**config.mk**
```make
export PLATFORM = sky130hd
export DESIGN_NAME = csw_selwake
export DESIGN_NICKNAME = d
export VERILOG_FILES = /design/src/logic/csw_pkg.sv /design/src/logic/csw_frame_match.sv /design/src/logic/csw_err_counter.sv /design/src/logic/csw_selwake.sv
export SDC_FILE = /design/constraint.sdc
export NUM_CORES = 1
export LEC_CHECK = 0
export BUFFER_PORTS_ARGS = -buffer_cell sky130_fd_sc_hd__buf_2
export CORE_AREA = 5 5 103 105
export DETAILED_ROUTE_END_ITERATION = 7
export DIE_AREA = 0 0 108 110
export PLACE_DENSITY = 0.64
export SYNTH_ARGS = -nofsm -noshare
export SYNTH_HDL_FRONTEND = slang
export SYNTH_SLANG_ARGS = --single-unit
```
**constraint.sdc**
```tcl
create_clock -name clk -period 3.5 [get_ports clk]
set_clock_uncertainty 0.05 [all_clocks]
set_input_delay 0.525 -clock clk [delete_from_list [all_inputs] [get_ports clk]]
set_output_delay 0.525 -clock clk [all_outputs]
set_load 0.03 [all_outputs]
```
**src/logic/csw_pkg.sv**
```systemverilog
// Shared constants for the CAN selective wake frame filter.
package csw_pkg;

  // ==========================================
  // Frame field widths
  localparam int STD_ID_W = 11;
  localparam int EXT_ID_W = 29;
  localparam int DLC_W    = 4;
  localparam int DATA_W   = 64;
  localparam int CNT_W    = 6;

  // ==========================================
  // Error counter limits and decoder resync
  localparam logic [CNT_W-1:0] CNT_LIMIT = 6'h1f;
  localparam logic [CNT_W-1:0] CNT_OVF   = 6'h20;
  localparam logic [CNT_W-1:0] CNT_RST   = 6'h00;
  localparam logic [3:0] REC_WAIT_MIN    = 4'h6;
  localparam logic [3:0] REC_WAIT_MAX    = 4'ha;
  localparam logic [3:0] REC_WAIT_BITS   = 4'h8;
  localparam logic [2:0] BIAS_SKIP_MAX   = 3'h4;

  // ==========================================
  // Transceiver mode codes
  localparam logic [2:0] CAN_OFF_LO   = 3'h0;
  localparam logic [2:0] CAN_WAKE     = 3'h1;
  localparam logic [2:0] CAN_OFF_HI   = 3'h4;

  // ==========================================
  // Chip operating modes
  localparam logic [1:0] SBC_NORMAL  = 2'h0;
  localparam logic [1:0] SBC_STOP    = 2'h1;
  localparam logic [1:0] SBC_SLEEP   = 2'h2;
  localparam logic [1:0] SBC_RESTART = 2'h3;

  // ==========================================
  // Selective wake states
  typedef enum logic [2:0] {
    CSW_OFF,
    CSW_WUF_DET,
    CSW_WUP_DET1,
    CSW_WUP_DET2,
    CSW_WOKEN
  } csw_state_t;

endpackage

```
**src/logic/csw_frame_match.sv**
```systemverilog
// Wake frame filter: identifier, length and data mask comparison.
`timescale 1ns/1ps
`default_nettype none
module csw_frame_match
  import csw_pkg::*;
(
  // Received frame
  input  wire logic [EXT_ID_W-1:0] rx_id,
  input  wire logic                rx_ext,
  input  wire logic [DLC_W-1:0]    rx_dlc,
  input  wire logic [DATA_W-1:0]   rx_data,
  // Filter configuration
  input  wire logic [EXT_ID_W-1:0] cfg_id,
  input  wire logic [EXT_ID_W-1:0] cfg_id_mask,
  input  wire logic                cfg_ext,
  input  wire logic [DLC_W-1:0]    cfg_dlc,
  input  wire logic [DATA_W-1:0]   cfg_data_mask,
  // Result
  output logic                     match
);

  // Lengths above eight still carry only eight data bytes here.
  function automatic logic [DATA_W-1:0] bytes_mask(input logic [DLC_W-1:0] dlc);
    logic [DATA_W-1:0] m;
    m = '0;
    for (int i = 0; i < 8; i++) begin
      if (i < int'(dlc)) begin
        m[i*8 +: 8] = 8'hff;
      end
    end
    return m;
  endfunction

  logic [EXT_ID_W-1:0] id_sel;
  logic                id_ok;
  logic                data_ok;

  always_comb begin
    id_sel = cfg_ext ? cfg_id_mask : {{(EXT_ID_W-STD_ID_W){1'b0}}, cfg_id_mask[STD_ID_W-1:0]};
    id_ok  = (rx_ext == cfg_ext) && (((rx_id ^ cfg_id) & id_sel) == '0);
    data_ok = (rx_dlc == '0) || ((rx_data & cfg_data_mask & bytes_mask(rx_dlc)) != '0);
    match = id_ok && (rx_dlc == cfg_dlc) && data_ok;
  end

endmodule
`default_nettype wire

```
**src/logic/csw_err_counter.sv**
```systemverilog
// Protocol error counter with overflow detection and freeze.
`timescale 1ns/1ps
`default_nettype none
module csw_err_counter
  import csw_pkg::*;
(
  // Clock and reset
  input  wire logic             clk,
  input  wire logic             reset_n,
  // Control
  input  wire logic             active,
  input  wire logic             inc,
  input  wire logic             dec,
  input  wire logic             clear,
  input  wire logic             freeze,
  // Status
  output logic [CNT_W-1:0]      count,
  output logic                  overflow,
  output logic                  step
);

  logic run;

  assign run      = active && !freeze && !clear;
  assign overflow = run && inc && (count == CNT_LIMIT);
  assign step     = run && (inc || (dec && count != '0));

  // ==========================================
  // Counter
  always_ff @(posedge clk or negedge reset_n) begin
    if (!reset_n) begin
      count <= CNT_RST;
    end else if (clear) begin
      count <= CNT_RST;
    end else if (run && inc) begin
      if (count != CNT_OVF) begin
        count <= count + 6'h01;
      end
    end else if (run && dec && count != '0) begin
      count <= count - 6'h01;
    end
  end
endmodule
`default_nettype wire

```
**src/logic/csw_selwake.sv**
```systemverilog
// Selective wake top: frame wake, error counter control and flags.
//
// Functional notes
// - Wake on valid frame; may skip four frames.
// - Masked identifier must match, 11 or 29 bits.
// - Length code must equal configured length.
// - Nonzero length needs masked data bit set.
// - Errors outside acknowledge and end disqualify.
// - Count up on errors, down on good frames.
// - Overflow past 31 disables, wakes, reads 32.
// - After count step wait recessive bits.
// - Counter runs in normal, receive, frame detect.
// - Clear counter on entry, silence, rearm.
// - Clear counter in off or plain wake.
// - Tolerance plus count disable hold zero.
// - Counter frozen while woken, still readable.
// - Power-on sets flag, resets, unconfigured.
// - Report bus and transmit dominant timeouts.
// - Pattern flag set on pattern wakes.
// - Frame wake sets flags, restart or interrupt.
// - Frame flag clears on next rearm.
// - System error on config or overflow.
// - Config check on enable; range writes in normal mode invalidate.
// - Restart clears valid; may flag error.
// - Error flag sticks while invalid config.
`timescale 1ns/1ps
`default_nettype none
module csw_selwake
  import csw_pkg::*;
#(
  parameter logic [2:0] SKIP_FRAMES = 3'h0
)(
  // Clock and reset
  input  wire logic                clk,
  input  wire logic                reset_n,
  // Operating modes
  input  wire logic [1:0]          sbc_mode,
  input  wire logic [2:0]          can_mode,
  input  wire logic                fd_tolerance_enable,
  input  wire logic                error_count_disable,
  // Host controls
  input  wire logic                config_valid_set,
  input  wire logic                config_range_write,
  input  wire logic                selwake_control_write,
  input  wire logic                selwake_system_error_clear,
  input  wire logic                bus_wake_clear,
  input  wire logic                bus_fail_clear,
  input  wire logic                por_clear,
  input  wire logic                rearm,
  // Filter configuration
  input  wire logic [EXT_ID_W-1:0] cfg_id,
  input  wire logic [EXT_ID_W-1:0] cfg_id_mask,
  input  wire logic                cfg_ext,
  input  wire logic [DLC_W-1:0]    cfg_dlc,
  input  wire logic [DATA_W-1:0]   cfg_data_mask,
  // Frame decoder
  input  wire logic                frame_done,
  input  wire logic                frame_crc_ok,
  input  wire logic                frame_error,
  input  wire logic [EXT_ID_W-1:0] rx_id,
  input  wire logic                rx_ext,
  input  wire logic [DLC_W-1:0]    rx_dlc,
  input  wire logic [DATA_W-1:0]   rx_data,
  input  wire logic                stuff_err,
  input  wire logic                crc_err,
  input  wire logic                form_err,
  input  wire logic                bit_strobe,
  input  wire logic                rx_recessive,
  // Bus events
  input  wire logic                bias_on,
  input  wire logic                silence_timeout,
  input  wire logic                pattern_detected,
  input  wire logic                bus_dom_timeout,
  input  wire logic                txd_dom_timeout,
  // Wake outputs
  output logic                     wake_out,
  output logic                     restart_request,
  output logic                     wake_interrupt,
  // Status
  output logic                     wake_pattern,
  output logic                     wake_frame,
  output logic                     bus_wake_flag,
  output logic                     selwake_system_error,
  output logic                     config_valid_bit,
  output logic                     selwake_active,
  output logic                     sof_enable,
  output logic [CNT_W-1:0]         frame_error_count,
  output logic [1:0]               bus_fail,
  output logic                     por_flag
);

  // ==========================================
  // Decode
  csw_state_t state_reg;
  csw_state_t state_next;
  logic       match;
  logic       swk_mode;
  logic       swk_on;
  logic       cfg_err;
  logic       check_ok;
  logic       check_bad;
  logic       frame_wake;
  logic       plain_pat;
  logic       pat_wake;
  logic       cnt_ovf;
  logic       cnt_step;
  logic       cnt_clear;
  logic       cnt_active;
  logic       restart_entry;
  logic       restart_err;
  logic       selwake_system_error_set;
  logic       skip_done;
  logic [1:0] mode_prev_reg;
  logic [2:0] skip_reg;
  logic [3:0] rec_reg;
  logic       frame_restart_reg;

  // Config range writes change the filter; a control-only write does not.
  assign swk_mode   = can_mode[2] && (can_mode[1:0] != 2'h0);
  assign swk_on     = (state_reg == CSW_WUF_DET) || (state_reg == CSW_WUP_DET1);
  assign cfg_err    = swk_on && config_range_write && (sbc_mode == SBC_NORMAL);
  assign check_ok   = (state_reg == CSW_OFF) && swk_mode && config_valid_bit;
  assign check_bad  = (state_reg == CSW_OFF) && swk_mode && !config_valid_bit;
  assign skip_done  = (skip_reg >= SKIP_FRAMES);
  assign frame_wake = (state_reg == CSW_WUF_DET) && swk_mode && frame_done && match
                      && !frame_error && skip_done && !cfg_err;
  assign plain_pat  = (state_reg == CSW_OFF) && (can_mode == CAN_WAKE) && pattern_detected;
  assign pat_wake   = ((state_reg == CSW_WUP_DET2) && pattern_detected) || plain_pat;
  assign restart_entry = (sbc_mode == SBC_RESTART) && (mode_prev_reg != SBC_RESTART);
  assign restart_err   = restart_entry && swk_on && !frame_restart_reg;
  assign selwake_system_error_set    = swk_mode && (check_bad || cfg_err || restart_err
                         || (swk_on && cnt_ovf));
  assign cnt_active = can_mode[1] || (state_reg == CSW_WUF_DET);
  assign cnt_clear  = (can_mode == CAN_OFF_LO) || (can_mode == CAN_OFF_HI)
                      || (can_mode == CAN_WAKE)
                      || (fd_tolerance_enable && error_count_disable)
                      || check_ok
                      || (state_reg == CSW_WUF_DET && silence_timeout)
                      || (state_reg == CSW_WUP_DET1 && pattern_detected)
                      || (state_reg == CSW_WOKEN && rearm);

  csw_frame_match u_match (
    .rx_id         (rx_id),
    .rx_ext        (rx_ext),
    .rx_dlc        (rx_dlc),
    .rx_data       (rx_data),
    .cfg_id        (cfg_id),
    .cfg_id_mask   (cfg_id_mask),
    .cfg_ext       (cfg_ext),
    .cfg_dlc       (cfg_dlc),
    .cfg_data_mask (cfg_data_mask),
    .match         (match)
  );

  csw_err_counter u_cnt (
    .clk      (clk),
    .reset_n  (reset_n),
    .active   (cnt_active),
    .inc      (stuff_err || crc_err || form_err),
    .dec      (frame_done && frame_crc_ok),
    .clear    (cnt_clear),
    .freeze   (state_reg == CSW_WOKEN),
    .count    (frame_error_count),
    .overflow (cnt_ovf),
    .step     (cnt_step)
  );

  // ==========================================
  // State machine
  always_comb begin
    state_next = state_reg;
    case (state_reg)
      CSW_OFF: begin
        if (check_ok) begin
          state_next = CSW_WUF_DET;
        end else if (check_bad) begin
          state_next = CSW_WUP_DET2;
        end
      end
      CSW_WUF_DET: begin
        if (!swk_mode) begin
          state_next = CSW_OFF;
        end else if (cnt_ovf || frame_wake) begin
          state_next = CSW_WOKEN;
        end else if (cfg_err || restart_err) begin
          state_next = CSW_WUP_DET2;
        end else if (silence_timeout) begin
          state_next = CSW_WUP_DET1;
        end
      end
      CSW_WUP_DET1: begin
        if (!swk_mode) begin
          state_next = CSW_OFF;
        end else if (cnt_ovf) begin
          state_next = CSW_WOKEN;
        end else if (cfg_err || restart_err) begin
          state_next = CSW_WUP_DET2;
        end else if (pattern_detected) begin
          state_next = CSW_WUF_DET;
        end
      end
      CSW_WUP_DET2: begin
        if (!swk_mode) begin
          state_next = CSW_OFF;
        end else if (pattern_detected) begin
          state_next = CSW_WOKEN;
        end
      end
      CSW_WOKEN: begin
        if (rearm) begin
          state_next = CSW_OFF;
        end
      end
      default: state_next = CSW_OFF;
    endcase
  end

  always_ff @(posedge clk or negedge reset_n) begin
    if (!reset_n) begin
      state_reg      <= CSW_OFF;
      selwake_active <= 1'b0;
    end else begin
      state_reg      <= state_next;
      selwake_active <= (state_next == CSW_WUF_DET) || (state_next == CSW_WUP_DET1);
    end
  end

  // ==========================================
  // Wake outputs
  always_ff @(posedge clk or negedge reset_n) begin
    if (!reset_n) begin
      wake_out        <= 1'b0;
      restart_request <= 1'b0;
      wake_interrupt  <= 1'b0;
    end else begin
      wake_out        <= frame_wake || pat_wake || (swk_on && cnt_ovf);
      restart_request <= frame_wake && (sbc_mode == SBC_SLEEP);
      wake_interrupt  <= frame_wake && (sbc_mode != SBC_SLEEP)
                         && (sbc_mode != SBC_RESTART);
    end
  end

  // Mode history tells a frame-driven restart from any other restart.
  always_ff @(posedge clk or negedge reset_n) begin
    if (!reset_n) begin
      mode_prev_reg     <= SBC_NORMAL;
      frame_restart_reg <= 1'b0;
    end else begin
      mode_prev_reg <= sbc_mode;
      if (frame_wake && sbc_mode == SBC_SLEEP) begin
        frame_restart_reg <= 1'b1;
      end else if (sbc_mode != SBC_RESTART && sbc_mode != SBC_SLEEP) begin
        frame_restart_reg <= 1'b0;
      end
    end
  end

  // ==========================================
  // Frames skipped after bias switch-on
  always_ff @(posedge clk or negedge reset_n) begin
    if (!reset_n) begin
      skip_reg <= 3'h0;
    end else if (bias_on) begin
      skip_reg <= 3'h0;
    end else if (frame_done && !skip_done && skip_reg < BIAS_SKIP_MAX) begin
      skip_reg <= skip_reg + 3'h1;
    end
  end

  // ==========================================
  // Start-of-frame resync after a count step
  always_ff @(posedge clk or negedge reset_n) begin
    if (!reset_n) begin
      rec_reg    <= 4'h0;
      sof_enable <= 1'b1;
    end else if (cnt_step) begin
      rec_reg    <= 4'h0;
      sof_enable <= 1'b0;
    end else if (bit_strobe && !sof_enable) begin
      if (!rx_recessive) begin
        rec_reg <= 4'h0;
      end else if (rec_reg + 4'h1 >= REC_WAIT_BITS) begin
        sof_enable <= 1'b1;
      end else begin
        rec_reg <= rec_reg + 4'h1;
      end
    end
  end

  // ==========================================
  // Configuration valid and system error
  always_ff @(posedge clk or negedge reset_n) begin
    if (!reset_n) begin
      config_valid_bit <= 1'b0;
    end else if (restart_entry || (config_range_write && sbc_mode == SBC_NORMAL)
                 || (state_next == CSW_WOKEN && state_reg != CSW_WOKEN && swk_mode)) begin
      config_valid_bit <= 1'b0;
    end else if (config_valid_set) begin
      config_valid_bit <= 1'b1;
    end
  end

  // A set in the same cycle as a host clear wins, so no error is lost.
  always_ff @(posedge clk or negedge reset_n) begin
    if (!reset_n) begin
      selwake_system_error <= 1'b0;
    end else if (selwake_system_error_set) begin
      selwake_system_error <= 1'b1;
    end else if (check_ok) begin
      selwake_system_error <= 1'b0;
    end else if (selwake_system_error_clear && !(can_mode[2] && !config_valid_bit)) begin
      selwake_system_error <= 1'b0;
    end
  end

  // ==========================================
  // Wake flags
  always_ff @(posedge clk or negedge reset_n) begin
    if (!reset_n) begin
      wake_pattern <= 1'b0;
      wake_frame   <= 1'b0;
    end else begin
      if (pattern_detected && (state_reg == CSW_WUP_DET1 || pat_wake)) begin
        wake_pattern <= 1'b1;
      end else if (rearm) begin
        wake_pattern <= 1'b0;
      end
      if (frame_wake) begin
        wake_frame <= 1'b1;
      end else if (rearm) begin
        wake_frame <= 1'b0;
      end
    end
  end

  always_ff @(posedge clk or negedge reset_n) begin
    if (!reset_n) begin
      bus_wake_flag <= 1'b0;
    end else if (frame_wake || pat_wake) begin
      bus_wake_flag <= 1'b1;
    end else if (bus_wake_clear) begin
      bus_wake_flag <= 1'b0;
    end
  end

  // ==========================================
  // Bus fail and power-on flags
  always_ff @(posedge clk or negedge reset_n) begin
    if (!reset_n) begin
      bus_fail <= 2'h0;
      por_flag <= 1'b1;
    end else begin
      bus_fail <= (bus_fail_clear ? 2'h0 : bus_fail)
                  | {txd_dom_timeout, bus_dom_timeout};
      if (por_clear) begin
        por_flag <= 1'b0;
      end
    end
  end
endmodule
`default_nettype wire

```
# Yosys cells after proc, flatten, opt, wreduce, memory -nomap -nowiden
# Cells that the tools add are included.
# word_totals
register_bits	32
latchBits	0
mem_bits_rw	0
romBits	0
in_bits	255
output_inout_bits	19
wordCells	214
memories	0
# op_classes
n_addsub	4
multipliers	0
n_div	0
n_lt_le_gt_ge	11
eq_ne	21
n_shift	0
n_mux	50
bitwise_logic	5
n_reduce_logical	105
# op_table
operator	n
$and 64x64->64	2
$mux 8	8
$reduce_bool 64->1	1
$logic_and 1x1->1	49
$mux 3	15
$and 29x29->29	1
$logic_not 29->1	1
$mux 29	1
$xor 29x29->29	1
$logic_or 1x1->1	25
$mux 6	4
$reduce_bool 2->1	10
$lt 3x4->1 const A	4
$mux 1	16
$mux 4	4
$pmux 3 s5	1
$eq 3x1->1 const B	3
$eq 3x2->1 const B	3
$eq 3x3->1 const B	3
$logic_not 1->1	9
$lt 1x4->1 const A	2
$lt 2x4->1 const A	2
$add 6x1->6 const B	1
$eq 6x5->1 const B	1
22 further kinds	29

# Logic depth before layout (Yosys ltp)
# logic_depth
depth_word	21
depth_mapped	13
mapped_depth_nobuf	12

# Hierarchy
# A second synthesis with hierarchy kept.
# hier_totals
cells_unflattened	312
area_unflattened_um2	2760.1
# modules_own_cells
module	n_inst	cells_each	area_per_inst_um2	seq_area_each_um2
csw_selwake	1	144	1351.3	578.1
csw_frame_match	1	111	870.8	0.0
csw_err_counter	1	57	538.0	150.1

# Least setup slack after synthesis
# Ideal clock, no wire load.
# synth_timing
kind	input port to flip-flop
start	input can_mode[1]
end	register u_cnt.count[5]
setup_time_ns	0.122
t_arrival_ns	2.444
t_required_ns	3.328
setup_slack_ns	0.884
stages	12
path_buffers	0
cell_sequence	o21a_1 > nand3_1 > o2111a_1 > nand2_1 > ha_1 > a21o_1 > a21oi_1 > o21bai_1 > a21oi_1 > xnor2_1 > nand3b_1 > o21ai_1
# synth_between
elab_chain_cells	14
word_cells_on_any_way	26
cone_classes	eq/ne: 3; mux: 2; reduce/logical: 21
# synth_lines
item	line_no	source
start: declaration	csw_selwake.sv:38	input wire logic [2:0] can_mode,
$eq 3x3->1, or another cell as far along	csw_selwake.sv:134	assign cnt_clear = (can_mode == CAN_OFF_LO) || (can_mode == CAN_OFF_HI)
$logic_or 1x1->1 or $logic_and 1x1->1 (tied branches)	csw_selwake.sv:134, csw_selwake.sv:119	
$logic_or 1x1->1 or $logic_and 1x1->1 (tied branches)	csw_selwake.sv:135, csw_selwake.sv:122	
$logic_or 1x1->1 or $logic_and 1x1->1 (tied branches)	csw_selwake.sv:136, csw_selwake.sv:122	
$logic_or 1x1->1	csw_selwake.sv:137	|| check_ok
$logic_or 1x1->1	csw_selwake.sv:138	|| (state_reg == CSW_WUF_DET && silence_timeout)
$logic_or 1x1->1	csw_selwake.sv:139	|| (state_reg == CSW_WUP_DET1 && pattern_detected)
$logic_or 1x1->1	csw_selwake.sv:140	|| (state_reg == CSW_WOKEN && rearm);
$logic_not 1->1	csw_err_counter.sv:24	assign run = active && !freeze && !clear;
$logic_and 1x1->1	csw_err_counter.sv:24	
$logic_and 1x1->1 (2 in a row)	csw_err_counter.sv:39	end else if (run && dec && count != '0) begin
$reduce_bool 3->1 (no source line)	-	
$reduce_and 2->1 (no source line)	-	
end signal: assignment	csw_err_counter.sv:37	count <= count + 6'h01;
end signal: assignment	csw_err_counter.sv:40	count <= count - 6'h01;
end: declaration	csw_err_counter.sv:17	output logic [CNT_W-1:0] count,
# Several ways; a longest one is shown, not always the timed one.
# A chain may end at the register's enable or synchronous reset.

# Worst setup path in the final report
# layout_timing
start	register state_reg[1]
end	register u_cnt.count[5]
# layout_between
elab_chain_cells	13
word_cells_on_any_way	26
cone_classes	eq/ne: 4; mux: 2; reduce/logical: 20
# layout_lines
item	line_no	source
start: declaration	csw_selwake.sv:94	csw_state_t state_reg;
start signal: assignment	csw_selwake.sv:223	state_reg <= state_next;
$logic_not 3->1	csw_selwake.sv:122	assign check_ok = (state_reg == CSW_OFF) && swk_mode && config_valid_bit;
$logic_and 1x1->1 (2 in a row)	csw_selwake.sv:122	
$logic_or 1x1->1	csw_selwake.sv:137	
$logic_or 1x1->1	csw_selwake.sv:138	
$logic_or 1x1->1	csw_selwake.sv:139	
$logic_or 1x1->1	csw_selwake.sv:140	
$logic_not 1->1	csw_err_counter.sv:24	
$logic_and 1x1->1	csw_err_counter.sv:24	
$logic_and 1x1->1 (2 in a row)	csw_err_counter.sv:39	
$reduce_bool 3->1 (no source line)	-	
$reduce_and 2->1 (no source line)	-	
# Several ways; a longest one is shown, not always the timed one.

==> results.toml <==
[timing]
drv_slew = 0
rsz0062_at_grt = "false"
setup_violations = 0
worst_pin_slew_ns = 0.655
layout_min_cycle_time_ns = 3.05
timing.slew.headroom_pct = 56.3
min_period_over_period_pct = 87.0
fmax_mhz = 328
report.final.hold_viol_count = 0
tns_ns = 0
hold_slack_ns = 0.222
layout_setup_ws_ns = 0.455

[worst_setup_path]
path_cells = "inv_1 -> o311a_1 -> o2111a_1 -> nand2_1 -> ha_1 -> a21o_1 -> a21oi_1 -> o21bai_1 -> a21oi_1 -> xnor2_1 -> nand3b_1 -> o21ai_1"
r2r_start = "state_reg[1]"
cp-end-kind = "flip-flop"
cp_max_fo = 14
critical_path_required_ns = 3.62
crit_family = "compound AO/OA/AOI/OAI gates"
reg2reg_slack_ns = 0.45
critPathLaunch = "state_reg[1]"
cp_slowest_cell = "dfrtp_1"
startpoint_type = "flip-flop"
crit_arrival_ns = 3.17
path_common_cell = "a21oi_1"
critPathMaxStageDelay_ns = 0.60
path_class = "reg -> reg"
crit_buf_inv = 1

[final_layout]
post-route-cell-area_mm2 = 0.00425
final_cell_mix = "buf_2, a22oi_1, xor2_1, dfrtp_1, nor2_1"
fillerInstances = 1010
final_cells = 705
layout-drive-gt1-share_pct = 51.6
largest_reg_flops = 6
final_common_cell = "buf_2"
antenna_cells = 0
layout.area.seq_um2 = 728
final_util_pct = 44.5
nNetsFinal = 832
multi_input_area_mm2 = 0.00182
syn_to_final_growth_pct = 61.3

[route]
drt_iter0_markers = 158
post-route-drc-count = 0
vias_per_cell = 4.90
vias = 3458
routed_wl_um = 11900
wl_per_cell_um = 16.9
first_pass_iters = 4
ant_nets = 0

[place]
post-dp-hpwl_um = 10700
post-place-ws_ns = 0.488
dpl.cell_count = 697
io_buffers = 271
placed_area_mm2 = 0.00413
globalplace.congestion = 0.989

[clock_network]
cts_resized = 0
postCtsSetupBuffers = 0
root_buffer = "clkbuf_8"
clock-sinks = 29
cts_tree = "yes"
clkTransAtPathRegs_ns = 0.06
holdBufCountCts = 0
htree_levels = 2
cts_made_buffers = 5
cts_max_path_buffers = 2
clkLatencyLatePin_ns = 0.28

[grt]
grt_pass1_wl_um = 17900
antenna_found_initial = 1
grt_overflow_total = 0
grt_pass1_vias = 3597
grt_max_degree = 30
grt.total_usage_pct = 19.4

[floorplanning]
core-area_mm2 = 0.00955
fp.dieH_um = 110
initial_core_util_pct = 27.6
row_count = 36
io_pins = 274
die_area_mm2 = 0.0119
die_w_um = 108

[logic_synthesis]
netlist-cell-type-count = 63
synth_nets = 558
syn_area_per_cell_um2 = 8.86
synth_edf_count = 0
syn_inst = 297
synth_ff_type = "dfrtp_1"
synth_seq_area_share_pct = 27.7
yosysWarnings = 0
synth-seq-cells = 29
syn_area_mm2 = 0.00263
async_reset_ff_share_pct = 100

[power]
power_density_mw_per_mm2 = 435
p_total_mw = 1.85
max-vdd-ir-drop_mv = 0.188
p_leak_nw = 2.26

[job]
maxCapViolCount = 0

[hold_path]
hold_class = "in -> async"

[status]
outcome = "finished clean"
-- synthesized netlist by cell type, drive strengths merged, types with 7 or more instances --
cell   number  area (um2)
a21oi      14        73.8
a22o       10        87.6
a22oi      39         293
dfrtp      27         676
inv        17        63.8
nand2      14        52.6
nand4       9        56.3
nor2       18        67.6
nor3        7        40.0
o21ai      13        65.1
xor2       33         289
-- logic make-up (layout without fill, tap and decap cells) --
| logic type | count (synthesis) | in the layout | synth area share [%] |
|---|---|---|---|
| buffers and inverters | 21 | 296 | 3.37 |
| flip-flops | 29 | 29 | 27.7 |
| AO/OA/AOI/OAI | 118 | 118 | 34.7 |
| XOR/XNOR | 39 | 39 | 13.0 |
| multiplexers | 2 | 2 | 0.855 |
| adder cells (fa/ha/maj) | 6 | 6 | 3.14 |
| AND/OR/NAND/NOR | 82 | 82 | 17.3 |
-- worst register-to-register path, stage by stage (launching register included) --
cell and delay [ns]:
dfrtp_1 0.60, inv_1 0.17, o311a_1 0.38, o2111a_1 0.19
nand2_1 0.26, ha_1 0.29, a21o_1 0.17, a21oi_1 0.22
o21bai_1 0.09, a21oi_1 0.19, xnor2_1 0.15, nand3b_1 0.13
o21ai_1 0.06
-- path summary, 6_finish.rpt --
path	to	cells after the start
worst max-delay path	u_cnt.count[5]	12
worst min-delay path	wake_out	1
worst max register to register	u_cnt.count[5]	12
worst min register to register	bus_fail[0]	1
max in group asynchronous	state_reg[0]	1
min in group clk	por_flag	2
-- where the power goes --
| group | leakage [nW] | internal [mW] | total, mW | switching, mW |
|---|---|---|---|---|
| logic | 1.83 | 0.454 | 0.975 | 0.521 |
| clock network | 0.0585 | 0.232 | 0.357 | 0.126 |
| registers | 0.374 | 0.410 | 0.517 | 0.107 |
| total | 2.26 | 1.10 | 1.85 | 0.754 |
-- layer usage --
metal,track usage (%),wire [um]
met3,3.55,994
met4,3.43,112
met1,25.5,5020
met2,33.7,5730
met5,0,20
-- final cells by class --
cell class | instances | share of cell area, %
multi-input combinational | 247 | 42.8
timing repair buffer | 271 | 31.9
sequential | 29 | 17.1
tap | 133 | 3.92
clock buffer | 7 | 2.03
inverter | 17 | 1.50
clock inverter | 1 | 0.707
No activity file was read; power rests on OpenSTA's default activity.
